**config.mk**
```make
export PLATFORM = sky130hd
export DESIGN_NAME = mux_adc_seq_step_config
export DESIGN_NICKNAME = d
export VERILOG_FILES = /design/src/mux_seq_pkg.sv /design/src/mux_adc_seq_step_config.sv
export VERILOG_INCLUDE_DIRS = /design/src
export SDC_FILE = /design/constraint.sdc
export NUM_CORES = 1
export LEC_CHECK = 0
export BUFFER_PORTS_ARGS = -buffer_cell sky130_fd_sc_hd__clkbuf_2
export CAP_MARGIN = 20
export CELL_PAD_IN_SITES_DETAIL_PLACEMENT = 1
export CELL_PAD_IN_SITES_GLOBAL_PLACEMENT = 1
export CORE_MARGIN = 2
export CORE_UTILIZATION = 28
export CTS_BUF_LIST = sky130_fd_sc_hd__clkbuf_8
export CTS_CLUSTER_DIAMETER = 150
export DETAILED_ROUTE_END_ITERATION = 8
export GPL_TIMING_DRIVEN = 0
export PLACE_DENSITY_LB_ADDON = 0.1
export SLEW_MARGIN = 30
export SYNTH_ARGS = -nofsm -noshare
export SYNTH_HDL_FRONTEND = slang
export SYNTH_SLANG_ARGS = --single-unit
```
**constraint.sdc**
```tcl
create_clock -name I_CLK_SYS -period 1 [get_ports I_CLK_SYS]
set_input_delay 0.15 -clock I_CLK_SYS [delete_from_list [all_inputs] [get_ports I_CLK_SYS]]
set_output_delay 0.15 -clock I_CLK_SYS [all_outputs]
set_load 0.01 [all_outputs]
```
**src/mux_seq_cfg.svh**
```systemverilog
// constants for the step-10/11 sequencer configuration registers
// assumes inclusion by bare name from the design file and the testbench
`ifndef MUX_SEQ_CFG_SVH
`define MUX_SEQ_CFG_SVH
// register offsets (byte address on the plain register port)
`define STEP10_CFG_ADDR 8'hDA
`define STEP11_CFG_ADDR 8'hDB
// reset values
`define STEP10_CFG_RESET 16'h000A
`define STEP11_CFG_RESET 16'h000B
// field positions
`define CFG_ENABLE_BIT 15
`define CFG_GAIN_HI 14
`define CFG_GAIN_LO 13
`define CFG_NEG_BIT 4
`define CFG_POS_HI 3
`define CFG_POS_LO 0
// mask of writable bits (reserved 12:5 read zero)
`define CFG_WRITE_MASK 16'hE01F
// first positive code that picks an internal source
`define POS_INTERNAL_FIRST 4'h8
`endif

```
**src/mux_seq_pkg.sv**
```systemverilog
// types for the step configuration registers
// assumes mux_seq_cfg.svh holds the numbers
`default_nettype none
package mux_seq_pkg;
  // decoded converter gain
  typedef enum logic [1:0] {
    GAIN_X1 = 2'h0,
    GAIN_X2 = 2'h1,
    GAIN_X4 = 2'h2
  } gain_t;
  // source of the converter negative input
  typedef enum logic [1:0] {
    NEG_GROUND_REF = 2'h0,
    NEG_EXT_SEVEN = 2'h1,
    NEG_AUTOMATIC = 2'h2
  } neg_src_t;
endpackage : mux_seq_pkg
`default_nettype wire
```
**src/mux_adc_seq_step_config.sv**
```systemverilog
// step-10 and step-11 configuration registers of the second mux converter sequencer
// assumes a plain register port on the system clock and a sequencer outside
// assumes strobes are one cycle long and never both high in one cycle
// assumes the sequencer request is already on the system clock
//
// Contract
// - bit 15 enables sequencer step 10; read/write, resets to 0.
// - bits 14:13 set step 10 gain: 00=1, 01=2, 10 and 11=4.
// - bits 12:5 reserved, read-only, always read zero.
// - bit 4 picks negative input: 0 ground reference, 1 external input seven.
// - positive codes 0 to 7 route external input n.
// - codes 8 and above pick internal sources: temperature, short, test DAC, monitors.
// - internal sources pick their own negative input, ignoring bit 4.
// - step 11 register sits at DBh, resets to 000Bh.
`timescale 1ns/1ps
`default_nettype none
`include "mux_seq_cfg.svh"
module mux_adc_seq_step_config (
  // clock, reset, enable
  input wire logic I_CLK_SYS,
  input wire logic I_RST_N,
  input wire logic I_CLK_EN,
  // register port
  input wire logic [7:0] I_ADDR,
  input wire logic [15:0] I_WDATA,
  input wire logic I_WR,
  input wire logic I_RD,
  output logic [15:0] O_RDATA,
  // sequencer request for step 10
  input wire logic I_STEP10_REQ,
  // step 10 settings toward converter
  output logic O_STEP10_CONVERT,
  output logic O_STEP10_ENABLE,
  output logic [1:0] O_STEP10_GAIN,
  output logic [3:0] O_STEP10_POS_SEL,
  output logic [1:0] O_STEP10_NEG_SRC,
  // step 11 raw register
  output logic [15:0] O_STEP11_CFG
);
  //****************************************
  // registers
  //****************************************
  logic [15:0] step10_cfg;
  logic [15:0] step11_cfg;
  logic [15:0] rdata;
  logic convert;

  // address decode
  wire sel10 = (I_ADDR == `STEP10_CFG_ADDR);
  wire sel11 = (I_ADDR == `STEP11_CFG_ADDR);
  wire wr10 = I_CLK_EN & I_WR & sel10;
  wire wr11 = I_CLK_EN & I_WR & sel11;
  wire [15:0] wmasked = I_WDATA & `CFG_WRITE_MASK;
  wire [15:0] next_rdata = sel10 ? step10_cfg : (sel11 ? step11_cfg : 16'h0000);

  // field decode for step 10
  wire step10_enable = step10_cfg[`CFG_ENABLE_BIT];
  wire [1:0] step10_gain_select = step10_cfg[`CFG_GAIN_HI:`CFG_GAIN_LO];
  wire step10_negative_input_select = step10_cfg[`CFG_NEG_BIT];
  wire [3:0] step10_positive_input_select = step10_cfg[`CFG_POS_HI:`CFG_POS_LO];
  wire pos_internal = (step10_positive_input_select >= `POS_INTERNAL_FIRST);
  wire [1:0] gain_dec = (step10_gain_select == 2'h0) ? mux_seq_pkg::GAIN_X1 :
                        (step10_gain_select == 2'h1) ? mux_seq_pkg::GAIN_X2 :
                        mux_seq_pkg::GAIN_X4;
  wire [1:0] neg_dec = pos_internal ? mux_seq_pkg::NEG_AUTOMATIC :
                       (step10_negative_input_select ? mux_seq_pkg::NEG_EXT_SEVEN :
                        mux_seq_pkg::NEG_GROUND_REF);

  // register writes
  always_ff @(posedge I_CLK_SYS) begin
    if (!I_RST_N) begin
      step10_cfg <= `STEP10_CFG_RESET;
      step11_cfg <= `STEP11_CFG_RESET;
    end else begin
      if (wr10) begin
        step10_cfg <= wmasked;
      end
      if (wr11) begin
        step11_cfg <= wmasked;
      end
    end
  end

  // read data, one cycle after the strobe only
  always_ff @(posedge I_CLK_SYS) begin
    if (!I_RST_N) begin
      rdata <= 16'h0000;
    end else if (I_CLK_EN) begin
      rdata <= I_RD ? next_rdata : 16'h0000;
    end
  end

  // conversion grant for step 10, skipped when disabled
  always_ff @(posedge I_CLK_SYS) begin
    if (!I_RST_N) begin
      convert <= 1'b0;
    end else if (I_CLK_EN) begin
      convert <= I_STEP10_REQ & step10_enable;
    end
  end

  //****************************************
  // outputs
  //****************************************
  assign O_RDATA = rdata;
  assign O_STEP10_CONVERT = convert;
  assign O_STEP10_ENABLE = step10_enable;
  assign O_STEP10_GAIN = gain_dec;
  assign O_STEP10_POS_SEL = step10_positive_input_select;
  assign O_STEP10_NEG_SRC = neg_dec;
  assign O_STEP11_CFG = step11_cfg;
endmodule : mux_adc_seq_step_config
`default_nettype wire

```
Word level (Yosys, flattened, before mapping)
Index checks and enable logic that the tools add are counted.
{"block": "totals", "elab_cells": 20, "output_inout_bits": 42, "input_bits": 30, "reg_bits": 33}
{"block": "classes", "mux": 7, "bitwise_logic": 4, "order_cmp": 1, "n_reduce_logical": 1, "n_eq_ne": 3}
{"operator": "$mux W16", "n": 3}
{"operator": "$eq A8 B8 Y1 const B", "n": 2}
{"operator": "$mux W2", "n": 3}
{"operator": "$and A1 B1 Y1", "n": 4}
{"operator": "$ge A4 B4 Y1 const B", "n": 1}
{"operator": "$eq A2 B1 Y1 const B", "n": 1}
{"operator": "$logic_not A2 Y1", "n": 1}
{"operator": "$mux W1", "n": 1}

Longest topological paths before layout
Gate-level depths: netlist (run 1).
{"block": "logic_depth", "depth_word": 4, "ltp_mapped": 5, "depth_no_buf": 3}

Worst setup path after synthesis (run 1)
OpenSTA, ideal clock, no wires.
{"block": "synth_timing", "path_type": "in2reg", "startpoint": "input I_ADDR[2]", "endpoint": "register step10_cfg[13]", "setup_time_ns": 0.072, "arrival_ns": 0.999, "n_path_buf": 1, "required_ns": 0.928, "slack_ns": -0.071, "cell_stages": 4, "path_cell_list": "and4bb_4 and4b_1 buf_6 mux2i_1"}
{"block": "synth_between", "elab_chain_len": 2}
{"element": "start: declaration", "line_no": "mux_adc_seq_step_config.sv:24", "rtl": "input wire logic [7:0] I_ADDR,"}
{"element": "$eq A8 B8 Y1 (no line)"}
{"element": "$and A1 B1 Y1", "line_no": "mux_adc_seq_step_config.sv:51", "rtl": "wire wr10 = I_CLK_EN & I_WR & sel10;"}
{"element": "end signal: assignment", "line_no": "mux_adc_seq_step_config.sv:72", "rtl": "step10_cfg <= `STEP10_CFG_RESET;"}
{"element": "end signal: assignment", "line_no": "mux_adc_seq_step_config.sv:76", "rtl": "step10_cfg <= wmasked;"}
{"element": "end: declaration", "line_no": "mux_adc_seq_step_config.sv:43", "rtl": "logic [15:0] step10_cfg;"}
No other way between the ends.
A chain may end at the register's enable or synchronous reset.

Worst setup path in the final report (run 1)
{"block": "layout_timing", "startpoint": "register step10_cfg[13]", "endpoint": "output O_STEP10_GAIN[0]"}
{"block": "layout_between", "elab_chain_len": 3, "elab_cells_between_ends": 4, "cone_classes": "1 x eq/ne; 2 x mux; 1 x reduce/logical"}
{"element": "$eq A2 B1 Y1", "line_no": "mux_adc_seq_step_config.sv:63", "rtl": "(step10_gain_select == 2'h1) ? mux_seq_pkg::GAIN_X2 :"}
{"element": "$mux W2", "line_no": "mux_adc_seq_step_config.sv:63"}
{"element": "$mux W2 *", "line_no": "mux_adc_seq_step_config.sv:62", "rtl": "wire [1:0] gain_dec = (step10_gain_select == 2'h0) ? mux_seq_pkg::GAIN_X1 :"}
{"element": "end: declaration", "line_no": "mux_adc_seq_step_config.sv:34", "rtl": "output logic [1:0] O_STEP10_GAIN,"}
Mark *: on every way between the ends. The rest lies on a longest branch, timed or not.

==> results of run 1 <==
==> synth_stat cells <==
| cell type | number |
|---|---|
| a21boi_0 | 1 |
| and2b_1 | 1 |
| and4_2 | 1 |
| and4b_1 | 1 |
| and4bb_4 | 1 |
| buf_2 | 1 |
| buf_4 | 22 |
| buf_6 | 1 |
| clkbuf_1 | 5 |
| conb_1 | 1 |
| dfxtp_1 | 25 |
| mux2i_1 | 24 |
| nand2_1 | 25 |
| nand2b_1 | 1 |
| nand3_1 | 1 |
| nand4_1 | 1 |
| nand4_4 | 1 |
| nor2b_1 | 10 |
| o21ai_0 | 8 |
==> worst min-delay path by stage <==
stage | start | endpoint | slack, ns
finish | I_WDATA[13] | step10_cfg[13] | 0.12
global route | I_WDATA[13] | step10_cfg[13] | 0.12
CTS | I_WDATA[13] | step10_cfg[13] | 0.11
detailed placement | I_WDATA[14] | O_STEP11_CFG[14] | 0.41
global placement | I_WDATA[2] | O_STEP11_CFG[2] | 0.40
floorplan | I_WDATA[0] | step10_cfg[0] | 0.29
==> metal layers <==
metal | up-vias | share of wire, % | track usage [%]
li1 | 529 | - | -
met1 | 482 | 44 | 15.9
met2 | 36 | 49 | 21.8
met3 | 2 | 6.9 | 3.46
met4 | 0 | 0.41 | 3.21
met5 | - | 0 | 0
==> worst max-delay path, cell delays in order (launching register included) <==
cell	delay [ns]
dfxtp_2	0.34
nor2b_4	0.13
buf_6	0.10
==> registers in the layout, summed over array words and instances, names as in the netlist <==
signal / count
O_RDATA: 8
O_STEP10_CONVERT: 1
O_STEP11_CFG: 8
step10_cfg: 8
==> per-stage QoR <==
| step | setup slack, ns | total power, mW | utilization (%) | hold slack (ns) | instance area [sq um] |
|---|---|---|---|---|---|
| floorplan | -0.0582 | 1.15 | - | 0.292 | 1290 |
| finish | 0.00897 | 1.78 | 39.6 | 0.121 | 1700 |
| global placement | -0.240 | 1.21 | 36.7 | 0.401 | 1580 |
| detailed placement | -0.276 | 1.21 | 36.7 | 0.414 | 1580 |
| CTS | -0.0381 | 1.81 | 39.0 | 0.112 | 1670 |
| global route | -0.0654 | 1.88 | 39.6 | 0.115 | 1700 |
==> power by group <==
group          internal [mW]  leakage [nW]  switching [mW]
combinational         0.0969         0.619          0.0973
clock                  0.278        0.0255           0.315
sequential             0.992         0.204        0.000450
==> kinds of logic after synthesis <==
group	count (synthesis)
buffers and inverters	29
multiplexers	24
flip-flops	25
AO/OA/AOI/OAI	9
AND/OR/NAND/NOR	43
other	1
==> timing repair <==
action | in CTS | in global routing
endpoints found under the setup margin | 8 | 19
buffers inserted | 5 | 2
gates resized for setup | 9 | 14
hold endpoints to repair | 0 | 0
pin swaps | 0 | 1
==> area by class of cell <==
cell class / instances / area share (%)
Multi-Input combinational cell: 92 / 34.9
Buffer: 25 / 10.2
Clock buffer: 3 / 2.43
Tap cell: 52 / 3.82
Clock inverter: 1 / 0.294
Timing Repair Buffer: 52 / 18.2
Sequential cell: 25 / 30.1
==> impl_metrics.csv, run 1 <==
group,metric,value,unit
layout,layoutNonFillerInstCount,250,
routing,drtIter0Drc,22,
placed_design,dpl.cell_count,243,
grt,grt_max_degree,15,
clock_network,cts_hold_buffers,0,
logic_synthesis,netlist.area_leader.share,40.7,%
logic_synthesis,synthAdderAreaFrac,0,%
critical_path,ff2ff_path_depth,3,
sta,fmax,1010,MHz
logic_synthesis,synth_top_family_by_area,"multiplexers",
critical_path,startpoint,"step10_cfg[13]",
sta,rsz0062_at_grt,"yes",
die,die_y,70.3,um
placed_design,gp_congestion,0.688,
power,power_leakage,0.848,nW
layout,drive_gt1_share,44.4,%
layout,final_common_cell,"clkbuf_2",
logic_synthesis,synth_compound_area_share,3.86,%
layout,nNetsFinal,229,
logic_synthesis,syn_area,1230,sq um
sta,finalHoldViolations,0,
sta,timing.final.max_slew_violations,0,
clock_network,root_buffer,"clkbuf_8",
logic_synthesis,syn_avg_cell_area,9.40,sq um
routing,routed_via_density,4.20,
grt,grt_pass1_vias,1031,
grt,antenna_found_initial,0,
clock_network,clk_path_buf_depth,2,
clock_network,htree_levels,1,
power,peakVddDrop,332,uV
routing,wirelength,3160,um
clock_network,worstSkewPairLatency,0.26,ns
run,drv_cap,0,
layout,mostFrequentLayoutCells,"clkbuf_2 (37), nand2_1 (25), buf_4 (24), mux2i_1 (24), dfxtp_1 (17)",
grt,grt-ovfl-total,0,
sta,worstMarginPinSlew,0.511,ns
sta,setup_tns,0,ns
sta,setup_viol,0,
status,outcome,"completed",
die,coreArea,4290,sq um
logic_synthesis,synth-simple-area-share,19.4,%
routing,dr.pass1.iters,4,
critical_path,cp.required,0.85,ns
logic_synthesis,synth.distinct_cells,19,
logic_synthesis,synth_top_cell_by_area,"dfxtp_1",
layout,area_growth,38.2,%
die,placementRows,24,
clock_network,cts_sinks,25,
critical_path,timing.rr.end,"O_RDATA[1]",
clock_network,cts_tree,"done",
logic_synthesis,netlist_instances,131,
critical_path,timing.rr.start,"step10_cfg[1]",
routing,remaining_drc_errors,0,
die,ios,72,
critical_path,path_class,"reg -> out",
die,die_area,4940,sq um
sta,fin_skew,0.00418,ns
min_path,hold_path_depth,3,
critical_path,crit_arrival,0.84,ns
grt,grt_pass1_wl,5010,um
die,die_w,70.3,um
critical_path,r2r_slack,0.21,ns
power,powerDensity,1050,nW/um^2
routing,vias,1049,
routing,wl_per_cell,12.6,um
layout,fillers,529,
layout,antenna_cells,0,
placed_design,port_buffers,45,
die,start_util,28.7,%
critical_path,cp-endpoint,"O_STEP10_GAIN[0]",
layout,regArea,513,sq um
logic_synthesis,synthTopCellsByArea,"dfxtp_1 (41%), mux2i_1 (20%), buf_4 (13%), nand2_1 (7.6%), nor2b_1 (5.1%)",
grt,grtUsageTotal,12.8,%
logic_synthesis,synth_mux_area_share,19.5,%
sta,relSlewSlack,65.9,%
critical_path,endpoint_kind,"primary output",
placed_design,dp_hpwl,2380,um
logic_synthesis,ys_seq_area_share,40.7,%
clock_network,clk_pin_slew_worst_paths,0.09,ns
routing,antenna_left,0,
clock_network,cts_buffers,3,
logic_synthesis,ys_warn_count,0,
critical_path,start_kind,"register",
logic_synthesis,synth-xor-area-share,0,%
logic_synthesis,ys_seq_elements,25,
critical_path,crit_fanout,2,
sta,finalCritPeriodShare,99.1,%
layout,multi_input_area,594,sq um
min_path,hold_path.class,"in -> reg",
sta,min_period,0.991,ns
No activity file was read; power rests on OpenSTA's default activity.
==> run 2: changes to the inputs <==
==> constraint.sdc (replaced) <==
create_clock -name I_CLK_SYS -period 1 [get_ports I_CLK_SYS]
set_input_delay 0.2 -clock I_CLK_SYS [delete_from_list [all_inputs] [get_ports I_CLK_SYS]]
set_output_delay 0.2 -clock I_CLK_SYS [all_outputs]
set_load 0.01 [all_outputs]
==> run 2 against run 1 <==
  * The run now ends with negative setup slack left
  * Clock power grew 3%
  * Count of clock-buffer cells in the layout is the same
  * Sequential power is essentially flat
  * Critical path type unchanged
  * Non-clock buffer count grew 3
  * Routed wire length grew 3.2%
  * Design area grew 0.81%
  * Highest routed layer unchanged
  * Total power grew 1.3%
  * Global-route usage grew 0.56 points
  * Sequential share of layout area grew 0.41 points
  * Clock skew shrank 0.0027 ns
  * Critical path depth is the same
  * Register-to-register slack is essentially flat
==> impl_metrics.csv, run 2 (same netlist as run 1, synthesis figures left out) <==
group,metric,value,unit
status,outcome,"finished, violations left",
status,violations,"negative setup slack",
layout,multi_input_area,591,sq um
critical_path,endpoint_kind,"primary output",
sta,finalWorstSetupSlack,-0.0524,ns
clock_network,worstSkewPairLatency,0.27,ns
clock_network,htree_levels,1,
grt,grt_pass1_vias,1091,
die,coreArea,4290,sq um
layout,antenna_cells,0,
layout,area_growth,39.3,%
clock_network,clk_pin_slew_worst_paths,0.09,ns
clock_network,cts_hold_buffers,0,
power,power_frac_clock,33.8,%
routing,routed_via_density,4.18,
routing,antenna_left,0,
critical_path,critical-path-max-stage-delay,0.35,ns
critical_path,cp_cell_sequence,"buf_4, buf_6",
critical_path,startpoint,"step10_cfg[3]",
clock_network,cts_buffers,3,
grt,antenna_found_initial,0,
power,peakVddDrop,496,uV
min_path,hp-start,"I_WDATA[4]",
routing,vias,1058,
grt,grtUsageTotal,13.4,%
critical_path,crit_slowest_cell,"dfxtp_2",
placed_design,gp_congestion,0.728,
power,power.total,1.80,mW
layout,final_common_cell,"clkbuf_2",
sta,finalHoldViolations,0,
die,die_area,4940,sq um
die,ios,72,
layout,drive_gt1_share,50.7,%
power,p_comb_share,11.1,%
critical_path,path_class,"reg -> out",
grt,grt-ovfl-total,0,
critical_path,ff2ff_path_depth,3,
critical_path,cp-endpoint,"O_STEP10_POS_SEL[3]",
grt,grt_pass1_wl,5190,um
critical_path,crit_arrival,0.85,ns
power,p_switching,0.430,mW
clock_network,clk_path_buf_depth,2,
layout,regArea,524,sq um
grt,grt_max_degree,15,
critical_path,cp.required,0.80,ns
placed_design,dp_slack,-0.326,ns
routing,drtIter0Drc,14,
sta,min_period,1.05,ns
critical_path,crit_fanout,4,
power,power_frac_seq,55.2,%
layout,mostFrequentLayoutCells,"clkbuf_2 (39), buf_4 (27), nand2_1 (25), mux2i_1 (23), dfxtp_2 (19)",
sta,rsz0062_at_grt,"yes",
power,sw_frac_of_total,23.9,%
routing,wl_per_cell,12.9,um
sta,setup_tns,-0.277,ns
layout,final_util,39.9,%
sta,finalCritPeriodShare,105,%
min_path,hold_path.class,"in -> reg",
critical_path,start_kind,"register",
sta,timing.final.max_slew_violations,0,
sta,fmax,950,MHz
power,p_int,1.37,mW
clock_network,cts_tree,"done",
die,die_w,70.3,um
die,start_util,28.7,%
placed_design,dp_hpwl,2400,um
power,power_leakage,0.870,nW
routing,dr.pass1.iters,4,
placed_design,port_buffers,45,
sta,fin_skew,0.00147,ns
routing,wirelength,3260,um
critical_path,timing.rr.start,"step10_cfg[14]",
die,placementRows,24,
sta,setup_viol,8,
layout,nNetsFinal,232,
clock_network,cts_sinks,25,
layout,fillers,546,
routing,remaining_drc_errors,0,
die,die_y,70.3,um
clock_network,root_buffer,"clkbuf_8",
run,drv_cap,0,
power,powerDensity,1050,nW/um^2
critical_path,timing.rr.end,"O_RDATA[14]",
critical_path,r2r_slack,0.22,ns
[run 2: changes by cell type in the layout (fill, tap and decap cells not counted)]
cell,change
mux2i_2,+1
nor2b_1,+1
buf_6,-4
dfxtp_1,-11
nor2b_4,-1
clkbuf_8,+1
o21ai_1,+1
buf_4,+3
buf_2,+1
o21ai_0,-1
dfxtp_2,+12
mux2i_1,-1
dfxtp_4,-1
clkbuf_2,+2
[run 2: timing repair]
item / in CTS / in global routing
pin swaps: 2 / 1
buffers inserted: 8 / 2
setup endpoints to repair: 18 / 38
gates resized for setup: 10 / 19
[run 2: worst min-delay path by stage]
stage                endpoint  slack [ns]  depth (start not counted)
2_1_floorplan   step10_cfg[0]        0.34                          2
4_1_cts         step10_cfg[4]        0.17                          3
3_5_place_dp       O_RDATA[2]        0.45                          2
5_1_grt        step10_cfg[14]        0.18                          3
3_3_place_gp       O_RDATA[1]        0.44                          2
6_report        step10_cfg[4]        0.17                          3
[run 2: layout make-up]
cell class	instances	area share, %
clock inverter	1	0.292
buffer	25	9.92
multi-input combinational	92	34.4
tap	52	3.79
timing repair buffer	55	18.6
sequential	25	30.6
clock buffer	3	2.41
[run 2: worst max-delay path, delay by kind of cell (launching register included)]
kind                   cells  cell delay [ns]
buffers and inverters      2             0.24
DFF                        1             0.35
[run 2: per-layer routing]
layer  up-vias  routed length, um  share of wire, %  global-route usage (%)
met2        32               1610                49                    23.8
met5         -                  0                 0                       0
met4         0                 17              0.52                    3.85
li1        534                  -                 -                       -
met1       490               1420                43                    15.8
met3         2                214               6.6                    3.17
[run 2: power by group through the flow]
stage          Sequential, mW  Clock [mW]  Combinational (mW)
2_1_floorplan            1.02           0               0.134
3_3_place_gp             1.02           0               0.190
3_5_place_dp             1.02           0               0.194
4_1_cts                 0.995       0.630               0.196
5_1_grt                 0.995       0.683               0.219
6_report                0.995       0.609               0.200
[run 2: per-stage QoR]
step / hold WS, ns / cells / cell area, sq um
floorplan: 0.342 / 146 / 1290
global placement: 0.436 / 243 / 1580
detailed placement: 0.454 / 243 / 1580
CTS: 0.168 / 251 / 1670
global route: 0.182 / 253 / 1720
finish: 0.170 / 253 / 1720
==> run 3: changes to the inputs <==
SKIP_LAST_GASP = 1   (was not set)
==> run 3 against run 2 <==
  * The run still ends with negative setup slack left
  * Global-route usage did not move
  * Die area did not move
  * Design area did not move
  * Sequential power barely moved
  * Maximum frequency did not move
  * Largest power group unchanged
==> impl_metrics.csv, run 3 (same netlist as run 1, synthesis figures left out) <==
group,metric,value,unit
status,outcome,"finished, violations left",
status,violations,"negative setup slack",
run,drv_cap,0,
layout,mostFrequentLayoutCells,"clkbuf_2 (39), buf_4 (27), nand2_1 (25), mux2i_1 (23), dfxtp_2 (19)",
grt,grt_max_degree,15,
routing,routed_via_density,4.18,
critical_path,cp_top_family,"flip-flops",
layout,final_util,39.9,%
routing,remaining_drc_errors,0,
routing,wirelength,3260,um
grt,antenna_found_initial,0,
sta,setup_viol,8,
critical_path,cp_cell_sequence,"buf_4, buf_6",
sta,fin_skew,0.00147,ns
sta,timing.final.max_slew_violations,0,
min_path,hold_path.class,"in -> reg",
layout,final_common_cell,"clkbuf_2",
die,die_area,4940,sq um
die,start_util,28.7,%
critical_path,critical-path-max-stage-delay,0.35,ns
grt,grt-ovfl-total,0,
die,placementRows,24,
clock_network,cts_sinks,25,
sta,rsz0062_at_grt,"yes",
routing,dr.pass1.iters,4,
power,power.total,1.80,mW
placed_design,dp_hpwl,2400,um
clock_network,root_buffer,"clkbuf_8",
sta,min_period,1.05,ns
sta,fmax,950,MHz
routing,wl_per_cell,12.9,um
critical_path,timing.rr.end,"O_RDATA[14]",
power,powerDensity,1050,nW/um^2
min_path,hold_path_depth,3,
placed_design,port_buffers,45,
critical_path,worst-path-buf-inv,2,
critical_path,cp.required,0.80,ns
critical_path,r2r_slack,0.22,ns
layout,antenna_cells,0,
layout,fillers,546,
critical_path,crit_fanout,4,
clock_network,clk_pin_slew_worst_paths,0.09,ns
layout,nNetsFinal,232,
placed_design,dp_slack,-0.326,ns
critical_path,start_kind,"register",
grt,grt_pass1_vias,1091,
clock_network,cts_tree,"done",
critical_path,path_class,"reg -> out",
die,die_y,70.3,um
die,coreArea,4290,sq um
clock_network,clk_path_buf_depth,2,
min_path,hp-start,"I_WDATA[4]",
sta,hold_slack,0.170,ns
layout,drive_gt1_share,50.7,%
critical_path,timing.rr.start,"step10_cfg[14]",
routing,vias,1058,
critical_path,startpoint,"step10_cfg[3]",
clock_network,worstSkewPairLatency,0.27,ns
sta,finalHoldViolations,0,
sta,finalWorstSetupSlack,-0.0524,ns
placed_design,gp_congestion,0.728,
layout,area_growth,39.3,%
clock_network,cts_buffers,3,
grt,grtUsageTotal,13.4,%
clock_network,cts_hold_buffers,0,
die,die_w,70.3,um
clock_network,htree_levels,1,
routing,antenna_left,0,
critical_path,crit_arrival,0.85,ns
die,ios,72,
routing,drtIter0Drc,14,
critical_path,ff2ff_path_depth,3,
min_path,whs_endpoint,"step10_cfg[4]",
critical_path,path_depth,2,
power,power_leakage,0.870,nW
power,peakVddDrop,496,uV
critical_path,crit_slowest_cell,"dfxtp_2",
grt,grt_pass1_wl,5190,um
sta,finalCritPeriodShare,105,%
critical_path,endpoint_kind,"primary output",
run 3: cell types whose count changed in the layout (fill, tap and decap cells not counted):
cell	before	now
o21ai_0	7	8
o21ai_1	1	0
run 3: worst reg2reg max path: cells and delay by family (launching register included):
| family | cells | cell delay [ns] |
|---|---|---|
| AO/OA/AOI/OAI | 1 | 0.10 |
| flip-flops | 1 | 0.33 |
| multiplexers | 1 | 0.11 |
| buffers and inverters | 1 | 0.13 |
run 3: how the worst max path moves through the flow:
stage,end,slack (ns)
2_1_floorplan,step10_cfg[13],-0.11
3_3_place_gp,O_RDATA[14],-0.28
3_5_place_dp,O_RDATA[14],-0.33
4_1_cts,O_STEP10_NEG_SRC[0],-0.06
5_1_grt,O_STEP10_NEG_SRC[1],-0.1
6_report,O_STEP10_POS_SEL[3],-0.05
run 3: what timing repair did:
action	4_1_cts	5_1_grt
gates resized for setup	10	18
setup buffers	8	2
pin swaps	2	1
hold endpoints to repair	0	0
setup endpoints to repair	18	38
run 3: metal layers:
layer,up-vias,track usage [%],wire (um)
li1,534,-,-
met1,490,15.8,1410
met5,-,0,0
met2,32,23.8,1620
met4,0,3.85,17
met3,2,3.17,214
run 3: through the flow:
| step | instance area (sq um) | std cells | setup TNS (ns) |
|---|---|---|---|
| global placement | 1580 | 243 | -5.85 |
| global route | 1720 | 253 | -0.686 |
| floorplan | 1290 | 146 | -0.847 |
| detailed placement | 1580 | 243 | -6.46 |
| CTS | 1670 | 251 | -0.288 |
| finish | 1720 | 253 | -0.277 |
run 3: final cells by class:
type                            instances  area, sq um  area share (%)
Buffer                                 25          170            9.92
Clock buffer                            3         41.3            2.41
Clock inverter                          1         5.00           0.292
Multi-Input combinational cell         92          591            34.4
Sequential cell                        25          524            30.6
Tap cell                               52         65.1            3.79
Timing Repair Buffer                   55          319            18.6
run 3: where the power goes:
| group | total [mW] | leakage [nW] | internal, mW | switching [mW] |
|---|---|---|---|---|
| registers | 0.995 | 0.206 | 0.994 | 0.000402 |
| logic | 0.200 | 0.638 | 0.0998 | 0.0998 |
| clock network | 0.609 | 0.0255 | 0.279 | 0.330 |
